===== config.mk =====
export PLATFORM = sky130hd
export DESIGN_NAME = external_pin_interrupt
export DESIGN_NICKNAME = d
export VERILOG_FILES = /design/src/rtl/pin_irq_pkg.sv /design/src/rtl/external_pin_interrupt.sv
export VERILOG_INCLUDE_DIRS = /design/src /design/src/rtl
export SDC_FILE = /design/constraint.sdc
export NUM_CORES = 1
export LEC_CHECK = 0
export ABC_CLOCK_PERIOD_IN_PS = 2500
export BUFFER_PORTS_ARGS = -buffer_cell sky130_fd_sc_hd__buf_2
export CELL_PAD_IN_SITES_DETAIL_PLACEMENT = 0
export CELL_PAD_IN_SITES_GLOBAL_PLACEMENT = 2
export CORE_UTILIZATION = 25
export DETAILED_ROUTE_END_ITERATION = 6
export PLACE_DENSITY_LB_ADDON = 0.15
export SLEW_MARGIN = 40
export SYNTH_ARGS = -nofsm -noshare
export SYNTH_HDL_FRONTEND = slang
export SYNTH_SLANG_ARGS = --single-unit
export TNS_END_PERCENT = 20

===== constraint.sdc =====
create_clock -name pclk -period 2.5 [get_ports pclk]
set_input_delay 0.125 -clock pclk [delete_from_list [all_inputs] [get_ports pclk]]
set_output_delay 0.125 -clock pclk [all_outputs]
set_load 0.01 [all_outputs]

===== src/rtl/pin_irq_cfg.svh =====
// Offsets, field positions and reset values of the pin request block.
// Assumes inclusion by bare name from the package or the design module.
`ifndef PIN_IRQ_CFG_SVH
`define PIN_IRQ_CFG_SVH

// -----------------------------------------------------------------------
// Register map (byte addresses on APB)
// -----------------------------------------------------------------------
`define OFS_STATUS_CONTROL   12'h000
`define OFS_EVENT_STATUS     12'h004
`define OFS_EVENT_MASK       12'h008

// -----------------------------------------------------------------------
// Fields of the status and control register
// -----------------------------------------------------------------------
`define BIT_DETECTION_MODE   0
`define BIT_INTERRUPT_ENABLE 1
`define BIT_ACKNOWLEDGE      2
`define BIT_REQUEST_FLAG     3
`define BIT_PIN_ENABLE       4
`define BIT_POLARITY         5
`define BIT_PULL_DISABLE     6
`define BIT_RESERVED         7
`define RESET_STATUS_CONTROL 8'h00

// -----------------------------------------------------------------------
// Event status and mask layout
// -----------------------------------------------------------------------
`define EVT_FLAG_SET         0
`define EVT_PIN_CHANGE       1
`define EVT_WIDTH            2
`define RESET_EVENT_MASK     2'h0

`endif


===== src/rtl/pin_irq_pkg.sv =====
// Types shared by the pin request block.
// Assumes the constants header sits beside it in rtl/.
package pin_irq_pkg;

  // Decoded register selected by an APB address
  typedef enum logic [1:0] {
    sel_none    = 2'b00,
    sel_control = 2'b01,
    sel_status  = 2'b10,
    sel_mask    = 2'b11
  } reg_sel_t;

endpackage


===== src/rtl/external_pin_interrupt.sv =====
// External request pin detector with an APB slave register file: one
// status and control byte, plus sticky event bits with a mask and a level
// interrupt line.
// Assumes one clock pclk (20 MHz), asynchronous active-low presetn, an
// asynchronous request pin that is synchronised here, and an APB master
// that keeps every transfer word aligned.
//
// Register access over APB was chosen for this implementation.
`timescale 1ns/1ps
`include "pin_irq_cfg.svh"

module external_pin_interrupt
  import pin_irq_pkg::*;
(
  input  wire logic        pclk,
  input  wire logic        presetn,
  input  wire logic        psel,
  input  wire logic        penable,
  input  wire logic        pwrite,
  input  wire logic [11:0] paddr,
  input  wire logic [31:0] pwdata,
  input  wire logic [3:0]  pstrb,
  output logic      [31:0] prdata,
  output logic             pready,
  output logic             pslverr,
  input  wire logic        request_pin,
  output logic             pull_enable,
  output logic             pin_interrupt,
  output logic             irq
);

  // -----------------------------------------------------------------------
  // Helpers
  // -----------------------------------------------------------------------

  // Address decode, shared by the write path and the read path
  function automatic reg_sel_t decode(input logic [11:0] addr);
    case (addr)
      `OFS_STATUS_CONTROL: decode = sel_control;
      `OFS_EVENT_STATUS:   decode = sel_status;
      `OFS_EVENT_MASK:     decode = sel_mask;
      default:             decode = sel_none;
    endcase
  endfunction

  // Pin level mapped to "asserted" under the chosen polarity
  function automatic logic asserted_level(input logic lvl, input logic pol);
    asserted_level = pol ? lvl : ~lvl;
  endfunction

  // -----------------------------------------------------------------------
  // Register state
  // -----------------------------------------------------------------------
  logic                  detection_mode;
  logic                  interrupt_enable_bit;
  logic                  request_flag;
  logic                  pin_function_enable;
  logic                  polarity_select;
  logic                  pull_device_disable;
  logic [`EVT_WIDTH-1:0] event_status;
  logic [`EVT_WIDTH-1:0] event_mask;

  // Reset image of the control byte, split into its fields below
  localparam logic [7:0] CONTROL_RESET = `RESET_STATUS_CONTROL;

  // Pin synchroniser: three stages, a change counts when 2nd and 3rd agree
  logic       sync_meta;
  logic       sync_a;
  logic       sync_b;
  logic       pin_level;
  logic       pin_level_prev;
  logic       pin_enable_prev;

  // Bus strobes
  logic       access;
  logic       setup_phase;
  logic       wr;
  logic       rd;
  reg_sel_t   sel;
  logic       wr_lane0;
  logic       mask_write;
  logic       ack_write;

  // Detection
  logic       pin_asserted;
  logic       edge_event;
  logic       level_hold;
  logic       enable_rise;
  logic       set_flag;
  logic       next_request_flag;
  logic [7:0] control_view;

  // -----------------------------------------------------------------------
  // Bus strobes
  // -----------------------------------------------------------------------

  // Every write lands at the single access edge, where ready is high
  assign access      = psel & penable;
  assign setup_phase = psel & ~penable;
  assign wr          = access & pwrite;
  assign rd          = access & ~pwrite;
  assign sel         = decode(paddr);
  // Only byte lane 0 carries register bits; other lanes are ignored
  assign wr_lane0    = wr & pstrb[0] & (sel == sel_control);
  assign mask_write  = wr & pstrb[0] & (sel == sel_mask);
  assign ack_write   = wr_lane0 & pwdata[`BIT_ACKNOWLEDGE];

  // -----------------------------------------------------------------------
  // Pin synchronisation
  // -----------------------------------------------------------------------

  // First stage feeds only the second stage
  always_ff @(posedge pclk or negedge presetn) begin
    if (!presetn) begin
      sync_meta <= 1'b1;
      sync_a    <= 1'b1;
      sync_b    <= 1'b1;
    end else begin
      sync_meta <= request_pin;
      sync_a    <= sync_meta;
      sync_b    <= sync_a;
    end
  end

  // Filtered level only moves when the last two stages agree
  always_ff @(posedge pclk or negedge presetn) begin
    if (!presetn) begin
      pin_level <= 1'b1;
    end else if (sync_a == sync_b) begin
      pin_level <= sync_b;
    end
  end

  // Previous filtered level; reset to the pulled-up idle so that no false
  // edge follows reset
  always_ff @(posedge pclk or negedge presetn) begin
    if (!presetn) begin
      pin_level_prev <= 1'b1;
    end else begin
      pin_level_prev <= pin_level;
    end
  end

  // -----------------------------------------------------------------------
  // Event detection
  // -----------------------------------------------------------------------

  // Edge is judged against the previous filtered level under current polarity
  assign pin_asserted = asserted_level(pin_level, polarity_select);
  assign edge_event   = pin_function_enable & pin_asserted &
                        ~asserted_level(pin_level_prev, polarity_select);
  assign level_hold   = pin_function_enable & detection_mode &
                        pin_asserted;
  assign enable_rise  = pin_function_enable & ~pin_enable_prev;
  // A disabled pin raises no flag, though its level changes still set event bit 1
  assign set_flag     = edge_event | level_hold | enable_rise;

  // Last enable, so that turning the pin on is seen exactly once
  always_ff @(posedge pclk or negedge presetn) begin
    if (!presetn) begin
      pin_enable_prev <= 1'b0;
    end else begin
      pin_enable_prev <= pin_function_enable;
    end
  end

  // -----------------------------------------------------------------------
  // Control register
  // -----------------------------------------------------------------------

  // Bit 7 has no storage; acknowledge has no storage
  always_ff @(posedge pclk or negedge presetn) begin
    if (!presetn) begin
      detection_mode       <= CONTROL_RESET[`BIT_DETECTION_MODE];
      interrupt_enable_bit <= CONTROL_RESET[`BIT_INTERRUPT_ENABLE];
      pin_function_enable  <= CONTROL_RESET[`BIT_PIN_ENABLE];
      polarity_select      <= CONTROL_RESET[`BIT_POLARITY];
      pull_device_disable  <= CONTROL_RESET[`BIT_PULL_DISABLE];
    end else if (wr_lane0) begin
      detection_mode       <= pwdata[`BIT_DETECTION_MODE];
      interrupt_enable_bit <= pwdata[`BIT_INTERRUPT_ENABLE];
      pin_function_enable  <= pwdata[`BIT_PIN_ENABLE];
      polarity_select      <= pwdata[`BIT_POLARITY];
      pull_device_disable  <= pwdata[`BIT_PULL_DISABLE];
    end
  end

  // -----------------------------------------------------------------------
  // Request flag
  // -----------------------------------------------------------------------

  // Set beats acknowledge so that an event in the write cycle is not lost;
  // in level mode this also keeps the flag up while the pin is asserted
  always_comb begin
    next_request_flag = request_flag;
    if (ack_write) begin
      next_request_flag = 1'b0;
    end
    if (set_flag) begin
      next_request_flag = 1'b1;
    end
  end

  // Flag register, read-only to software
  always_ff @(posedge pclk or negedge presetn) begin
    if (!presetn) begin
      request_flag <= 1'b0;
    end else begin
      request_flag <= next_request_flag;
    end
  end

  // -----------------------------------------------------------------------
  // Event status (sticky, cleared by reading) and event mask
  // -----------------------------------------------------------------------
  logic [`EVT_WIDTH-1:0] evt_in;
  logic [`EVT_WIDTH-1:0] next_event_status;
  logic                  status_read;

  // Bit 0: flag newly raised; bit 1: filtered pin level moved
  assign evt_in      = {(pin_level != pin_level_prev),
                        set_flag & ~request_flag};
  assign status_read = rd & (sel == sel_status);

  // The read clears only the bits it returned: read data was captured at
  // setup, so an event landing in the setup cycle survives to the next read
  always_comb begin
    next_event_status = event_status | evt_in;
    if (status_read) begin
      next_event_status = (event_status & ~prdata[`EVT_WIDTH-1:0]) | evt_in;
    end
  end

  // Sticky event bits
  always_ff @(posedge pclk or negedge presetn) begin
    if (!presetn) begin
      event_status <= '0;
    end else begin
      event_status <= next_event_status;
    end
  end

  // Event mask, written through byte lane 0
  always_ff @(posedge pclk or negedge presetn) begin
    if (!presetn) begin
      event_mask <= `RESET_EVENT_MASK;
    end else if (mask_write) begin
      event_mask <= pwdata[`EVT_WIDTH-1:0];
    end
  end

  // -----------------------------------------------------------------------
  // Read data and bus answer
  // -----------------------------------------------------------------------

  // Reserved bit 7 and acknowledge bit 2 always read zero
  always_comb begin
    control_view = 8'h00;
    control_view[`BIT_DETECTION_MODE]   = detection_mode;
    control_view[`BIT_INTERRUPT_ENABLE] = interrupt_enable_bit;
    control_view[`BIT_REQUEST_FLAG]     = request_flag;
    control_view[`BIT_PIN_ENABLE]       = pin_function_enable;
    control_view[`BIT_POLARITY]         = polarity_select;
    control_view[`BIT_PULL_DISABLE]     = pull_device_disable;
  end

  // Ready answers in the first access cycle only; a pulse, never held
  always_ff @(posedge pclk or negedge presetn) begin
    if (!presetn) begin
      pready <= 1'b0;
    end else begin
      pready <= setup_phase;
    end
  end

  // Unmapped offsets are refused in the same cycle as ready
  always_ff @(posedge pclk or negedge presetn) begin
    if (!presetn) begin
      pslverr <= 1'b0;
    end else begin
      pslverr <= setup_phase & (sel == sel_none);
    end
  end

  // Read data captured at setup, so it stands for the whole access cycle
  always_ff @(posedge pclk or negedge presetn) begin
    if (!presetn) begin
      prdata <= 32'h0000_0000;
    end else if (setup_phase) begin
      case (sel)
        sel_control: prdata <= {24'h00_0000, control_view};
        sel_status:  prdata <= {30'h0000_0000, event_status};
        sel_mask:    prdata <= {30'h0000_0000, event_mask};
        default:     prdata <= 32'h0000_0000;
      endcase
    end
  end

  // -----------------------------------------------------------------------
  // Pin side outputs and interrupts
  // -----------------------------------------------------------------------

  // Pull is on only for an enabled falling-polarity pin not told to drop it
  always_ff @(posedge pclk or negedge presetn) begin
    if (!presetn) begin
      pull_enable <= 1'b0;
    end else begin
      pull_enable <= pin_function_enable & ~pull_device_disable &
                     ~polarity_select;
    end
  end

  // Polled or interrupting: the enable bit gates the flag onto the line
  always_ff @(posedge pclk or negedge presetn) begin
    if (!presetn) begin
      pin_interrupt <= 1'b0;
    end else begin
      pin_interrupt <= interrupt_enable_bit & request_flag;
    end
  end

  // Level interrupt from the sticky event bits that are not masked
  always_ff @(posedge pclk or negedge presetn) begin
    if (!presetn) begin
      irq <= 1'b0;
    end else begin
      irq <= |(event_status & event_mask);
    end
  end

endmodule


# Word level (Yosys, flattened, before mapping)

Cells that the tools add are included.

Flip-flop bits (word level): 53
Latch bits: 0
Memory bits (writable): 0
Logic and storage cells: 73
Bits of input ports: 54
Memory bits (read-only): 0
Memories kept: 0
Output and inout bits: 37

Bitwise gates (word level): 35
Shift operators: 0
Reduce and logical (&&, ||, !) cells: 4
$mul: 0
Equal/unequal tests: 7
Add/sub/neg operators: 0
Magnitude comparators: 0
Div/mod/pow operators: 0
Multiplexer cells: 7

Operators with widths:

| kind                                           | count |
|---|---|
| case mux 7 bit (3 select lines)                | 1 |
| bitwise AND 1 bit                              | 19 |
| == test 12 x 3 -> 1 bit, second input constant | 1 |
| == test 12 x 4 -> 1 bit, second input constant | 1 |
| logical NOT 12 bit                             | 1 |
| inverter 1 bit                                 | 9 |
| case mux 2 bit (3 select lines)                | 1 |
| bitwise AND 2 bit                              | 2 |
| == test 2 bit, second input constant           | 2 |
| two-way mux 1 bit                              | 4 |
| bitwise OR 2 bit                               | 2 |
| == test 2 x 1 -> 1 bit, second input constant  | 1 |
| logical NOT 2 bit                              | 1 |
| two-way mux 2 bit                              | 1 |
| inverter 2 bit                                 | 1 |
| bitwise OR 1 bit                               | 2 |
| nonzero test 2 bit                             | 1 |
| OR reduction 2 bit                             | 1 |
| == test 1 bit                                  | 1 |
| != test 1 bit                                  | 1 |

# Longest topological paths before layout

Word-level depth: 9
Depth in mapped cells: 5
Depth with buffers taken out: 4

# Worst setup path after synthesis

No wires, ideal clock.

Kind: input-to-reg
Start point: in paddr[11]
End point: reg event_mask[0]
Arrival time: 1.160 ns
Library setup time: 0.128 ns
Buffers on the path: 0
Path slack: 1.213 ns
Required time: 2.372 ns
Stages: 4
Cells stage by stage: nor4_4 -> nand3_4 -> nor4_4 -> mux2_1

Longest elaborated chain between the ends: 4
Elaborated cells between the ends (all ways): 6
Those cells by class: eq/ne (3); mux (1); bitwise (1); reduce/logical (1)

RTL lines:

| item                                            | line                          | RTL |
|---|---|---|
| start, declared                                 | external_pin_interrupt.sv:20  | `input wire logic [11:0] paddr,` |
| == test 12 x 4 -> 1 bit (tied with other cells) | external_pin_interrupt.sv:38  | `case (addr)` |
| case mux 2 bit (3 select lines) (*)             | external_pin_interrupt.sv:38  |  |
| == test 2 bit (*)                               | external_pin_interrupt.sv:105 | `assign mask_write = wr & pstrb[0] & (sel == sel_mask);` |
| bitwise AND 1 bit (*)                           | external_pin_interrupt.sv:105 |  |
| end signal, assigned                            | external_pin_interrupt.sv:246 | `` event_mask <= `RESET_EVENT_MASK; `` |
| end signal, assigned                            | external_pin_interrupt.sv:248 | `` event_mask <= pwdata[`EVT_WIDTH-1:0]; `` |
| end, declared                                   | external_pin_interrupt.sv:61  | `` logic [`EVT_WIDTH-1:0] event_mask; `` |

Mark *: on every way between the ends. The rest lies on a longest branch, timed or not.
A chain may end at the register's enable or synchronous reset.

# Final worst setup path

Start point: in paddr[11]
End point: reg event_mask[1]

The elaborated chain is that of the path after synthesis.

==> impl_metrics.toml <==
[clock_network]
root_buffer = "clkbuf_8"
cts_max_level = 1
cts_resized = 0
cts.sinks = 27
clk-insertion-delay-late_ns = 0.27
numCtsBuffers = 3
post-cts-setup-buffers = 0
path_clk_slew_ns = 0.09
cts_tree = "built"
holdBufCountCts = 2
clock_path_buffers = 2

[floorplan]
ios = 91
fp.dieH_um = 76.5
start_util = 0.265
die-area_mm2 = 0.00585
core_area_mm2 = 0.00524
rows = 26
dieWidth_um = 76.5

[routing]
wl_um = 2540
dr.pass1.iters = 4
drt_iter0_markers = 20
routed-via-count = 841
vias_per_cell = 3.79
ant_nets = 0
wire_per_inst_um = 11.4
drc_errors = 0

[synthesis]
ys_types = 36
syn_inst = 114
synth.cell_area_mm2 = 0.00139
yosysWarnings = 0
syn_area_per_cell_um2 = 12.2
synthArstFlopShare = 1.00
synth_edf_count = 0
ys_seq_area_frac = 0.492
synthFlopType = "dfrtp_1"
synth_seq_cells = 27

[run]
drv_cap = 0

[final_layout]
final_common_cell = "buf_2"
reg_top3 = "prdata x6, event_mask x2, event_status x2"
final_nets = 207
mostFrequentLayoutCells = "35 x buf_2, 26 x conb_1, 22 x dfrtp_1"
antennaDiodeCount = 0
largest_register_ffs = 6
areaGrowthSynthToFinish_pct = 15.9
regMostFlops = "prdata"
drive_above_1_share = 0.382

[timing]
finalHoldViolations = 0
grt_setup_unrepaired = "no"
period_share = 0.495
worst_slew_pin_slew_ns = 0.589
setup_viol = 0
fin_setup_tns_ns = 0
period_needed_ns = 1.24
fmax_mhz = 808
whs_ns = 0.0793
skew_ns = 0.00704
slew_headroom = 0.607
slew_viol_final = 0

[critical_path]
critPathTopFamily = "simple AND/OR/NAND/NOR gates"
crit_fanout = 5
worstReg2RegStart = "pin_level"
path_class = "input pin to register"
required_ns = 2.66
end_kind = "register"
critPathBufInv = 1
critPathSlowestCell = "mux2_1"
worstSetupStartpointType = "input pin"
startpoint = "paddr[11]"
crit_top_cell = "nor4_4"
arrival_ns = 1.40
slowest_delay_ns = 0.35
path_cells = "buf_2, nor4_4, nand3_4, nor4_4, mux2_1"

[placement]
gp_congestion = 0.705
dpl.hpwl_um = 2020
io_buffer_count = 35

[grt]
grt_pass1_vias = 838
overflow = 0
grt_pass1_wl_um = 4130
track_usage = 0.0901
antenna_found_initial = 0
grt_max_degree = 28

[min_path]
hp-class = "input pin to register"
hold_path.startpoint = "pwdata[5]"

[pwr]
powerDensity_mw_per_mm2 = 482
ir_drop_mv = 0.316
finalPower_uw = 775
p_leak_uw = 0.000816

[run_status]
status = "complete, no violations"
## report_power, final
part           switching [µW]  internal (µW)
Combinational            51.5           26.3
Sequential               5.45            449
Clock                     132            111
Total                     189            586
## per-layer routing
metal / track usage / part of all wire / vias to the layer above
met4: 0.0173 / 0.0067 / 0
met1: 0.118 / 0.46 / 394
met2: 0.148 / 0.49 / 28
li1: - / - / 417
met5: 0 / 0 / -
met3: 0.0263 / 0.041 / 2
## logic make-up after synthesis
kind of cell | after synthesis | share of synthesized area
compound gates | 15 | 0.0830
fa+ha+maj | 1 | 0.00722
buf+inv | 30 | 0.152
flops | 27 | 0.492
xor+xnor | 1 | 0.00632
mux | 9 | 0.0848
other cells | 1 | 0.00270
simple gates | 30 | 0.172
## stage by stage
step | utilization | setup slack, ns | area, µm² | cells
after floorplan | - | 1.21 | 1480 | 139
after detailed placement | 0.294 | 0.965 | 1540 | 216
after CTS | 0.307 | 1.25 | 1610 | 222
after global routing | 0.307 | 1.20 | 1610 | 222
final | 0.307 | 1.26 | 1610 | 222
after global placement | 0.294 | 0.983 | 1540 | 216
## area by class of cell
class	count	area, µm²
fillers	550	3630
flip-flops and latches	27	682
multi-input cells	82	588
repair buffers	37	195
well taps	70	87.6
clock buffers	3	41.3
inverters	2	7.51
clock inverters	1	5.00
## cell usage after synthesis, types with 2 or more instances
library cell   n  area (µm²)
nor2_1         4        15.0
mux2_1         2        22.5
buf_4         26         195
dfstp_2        5         131
nand2_1        4        15.0
mux2_4         5        75.1
mux2i_1        2        20.0
o31ai_1        2        15.0
dfrtp_1       22         551
a21oi_1        3        15.0
a31o_1         4        35.0
and2_0         4        25.0
clkbuf_1       2        7.51
nand3_1        3        15.0
nor4_4         3        63.8
nor2b_1        2        12.5
a22o_1         2        17.5
## final timing paths
path,slack [ns],cells after the start,endpoint
worst min register to register,0.36,0,sync_a
worst max-delay path,1.26,5,event_mask[1]
worst max register to register,1.27,3,request_flag
min in group asynchronous,0.40,2,pslverr
max in group asynchronous,1.71,2,event_status[0]
worst min-delay path,0.08,2,polarity_select
(Power assumes the default switching activity.)
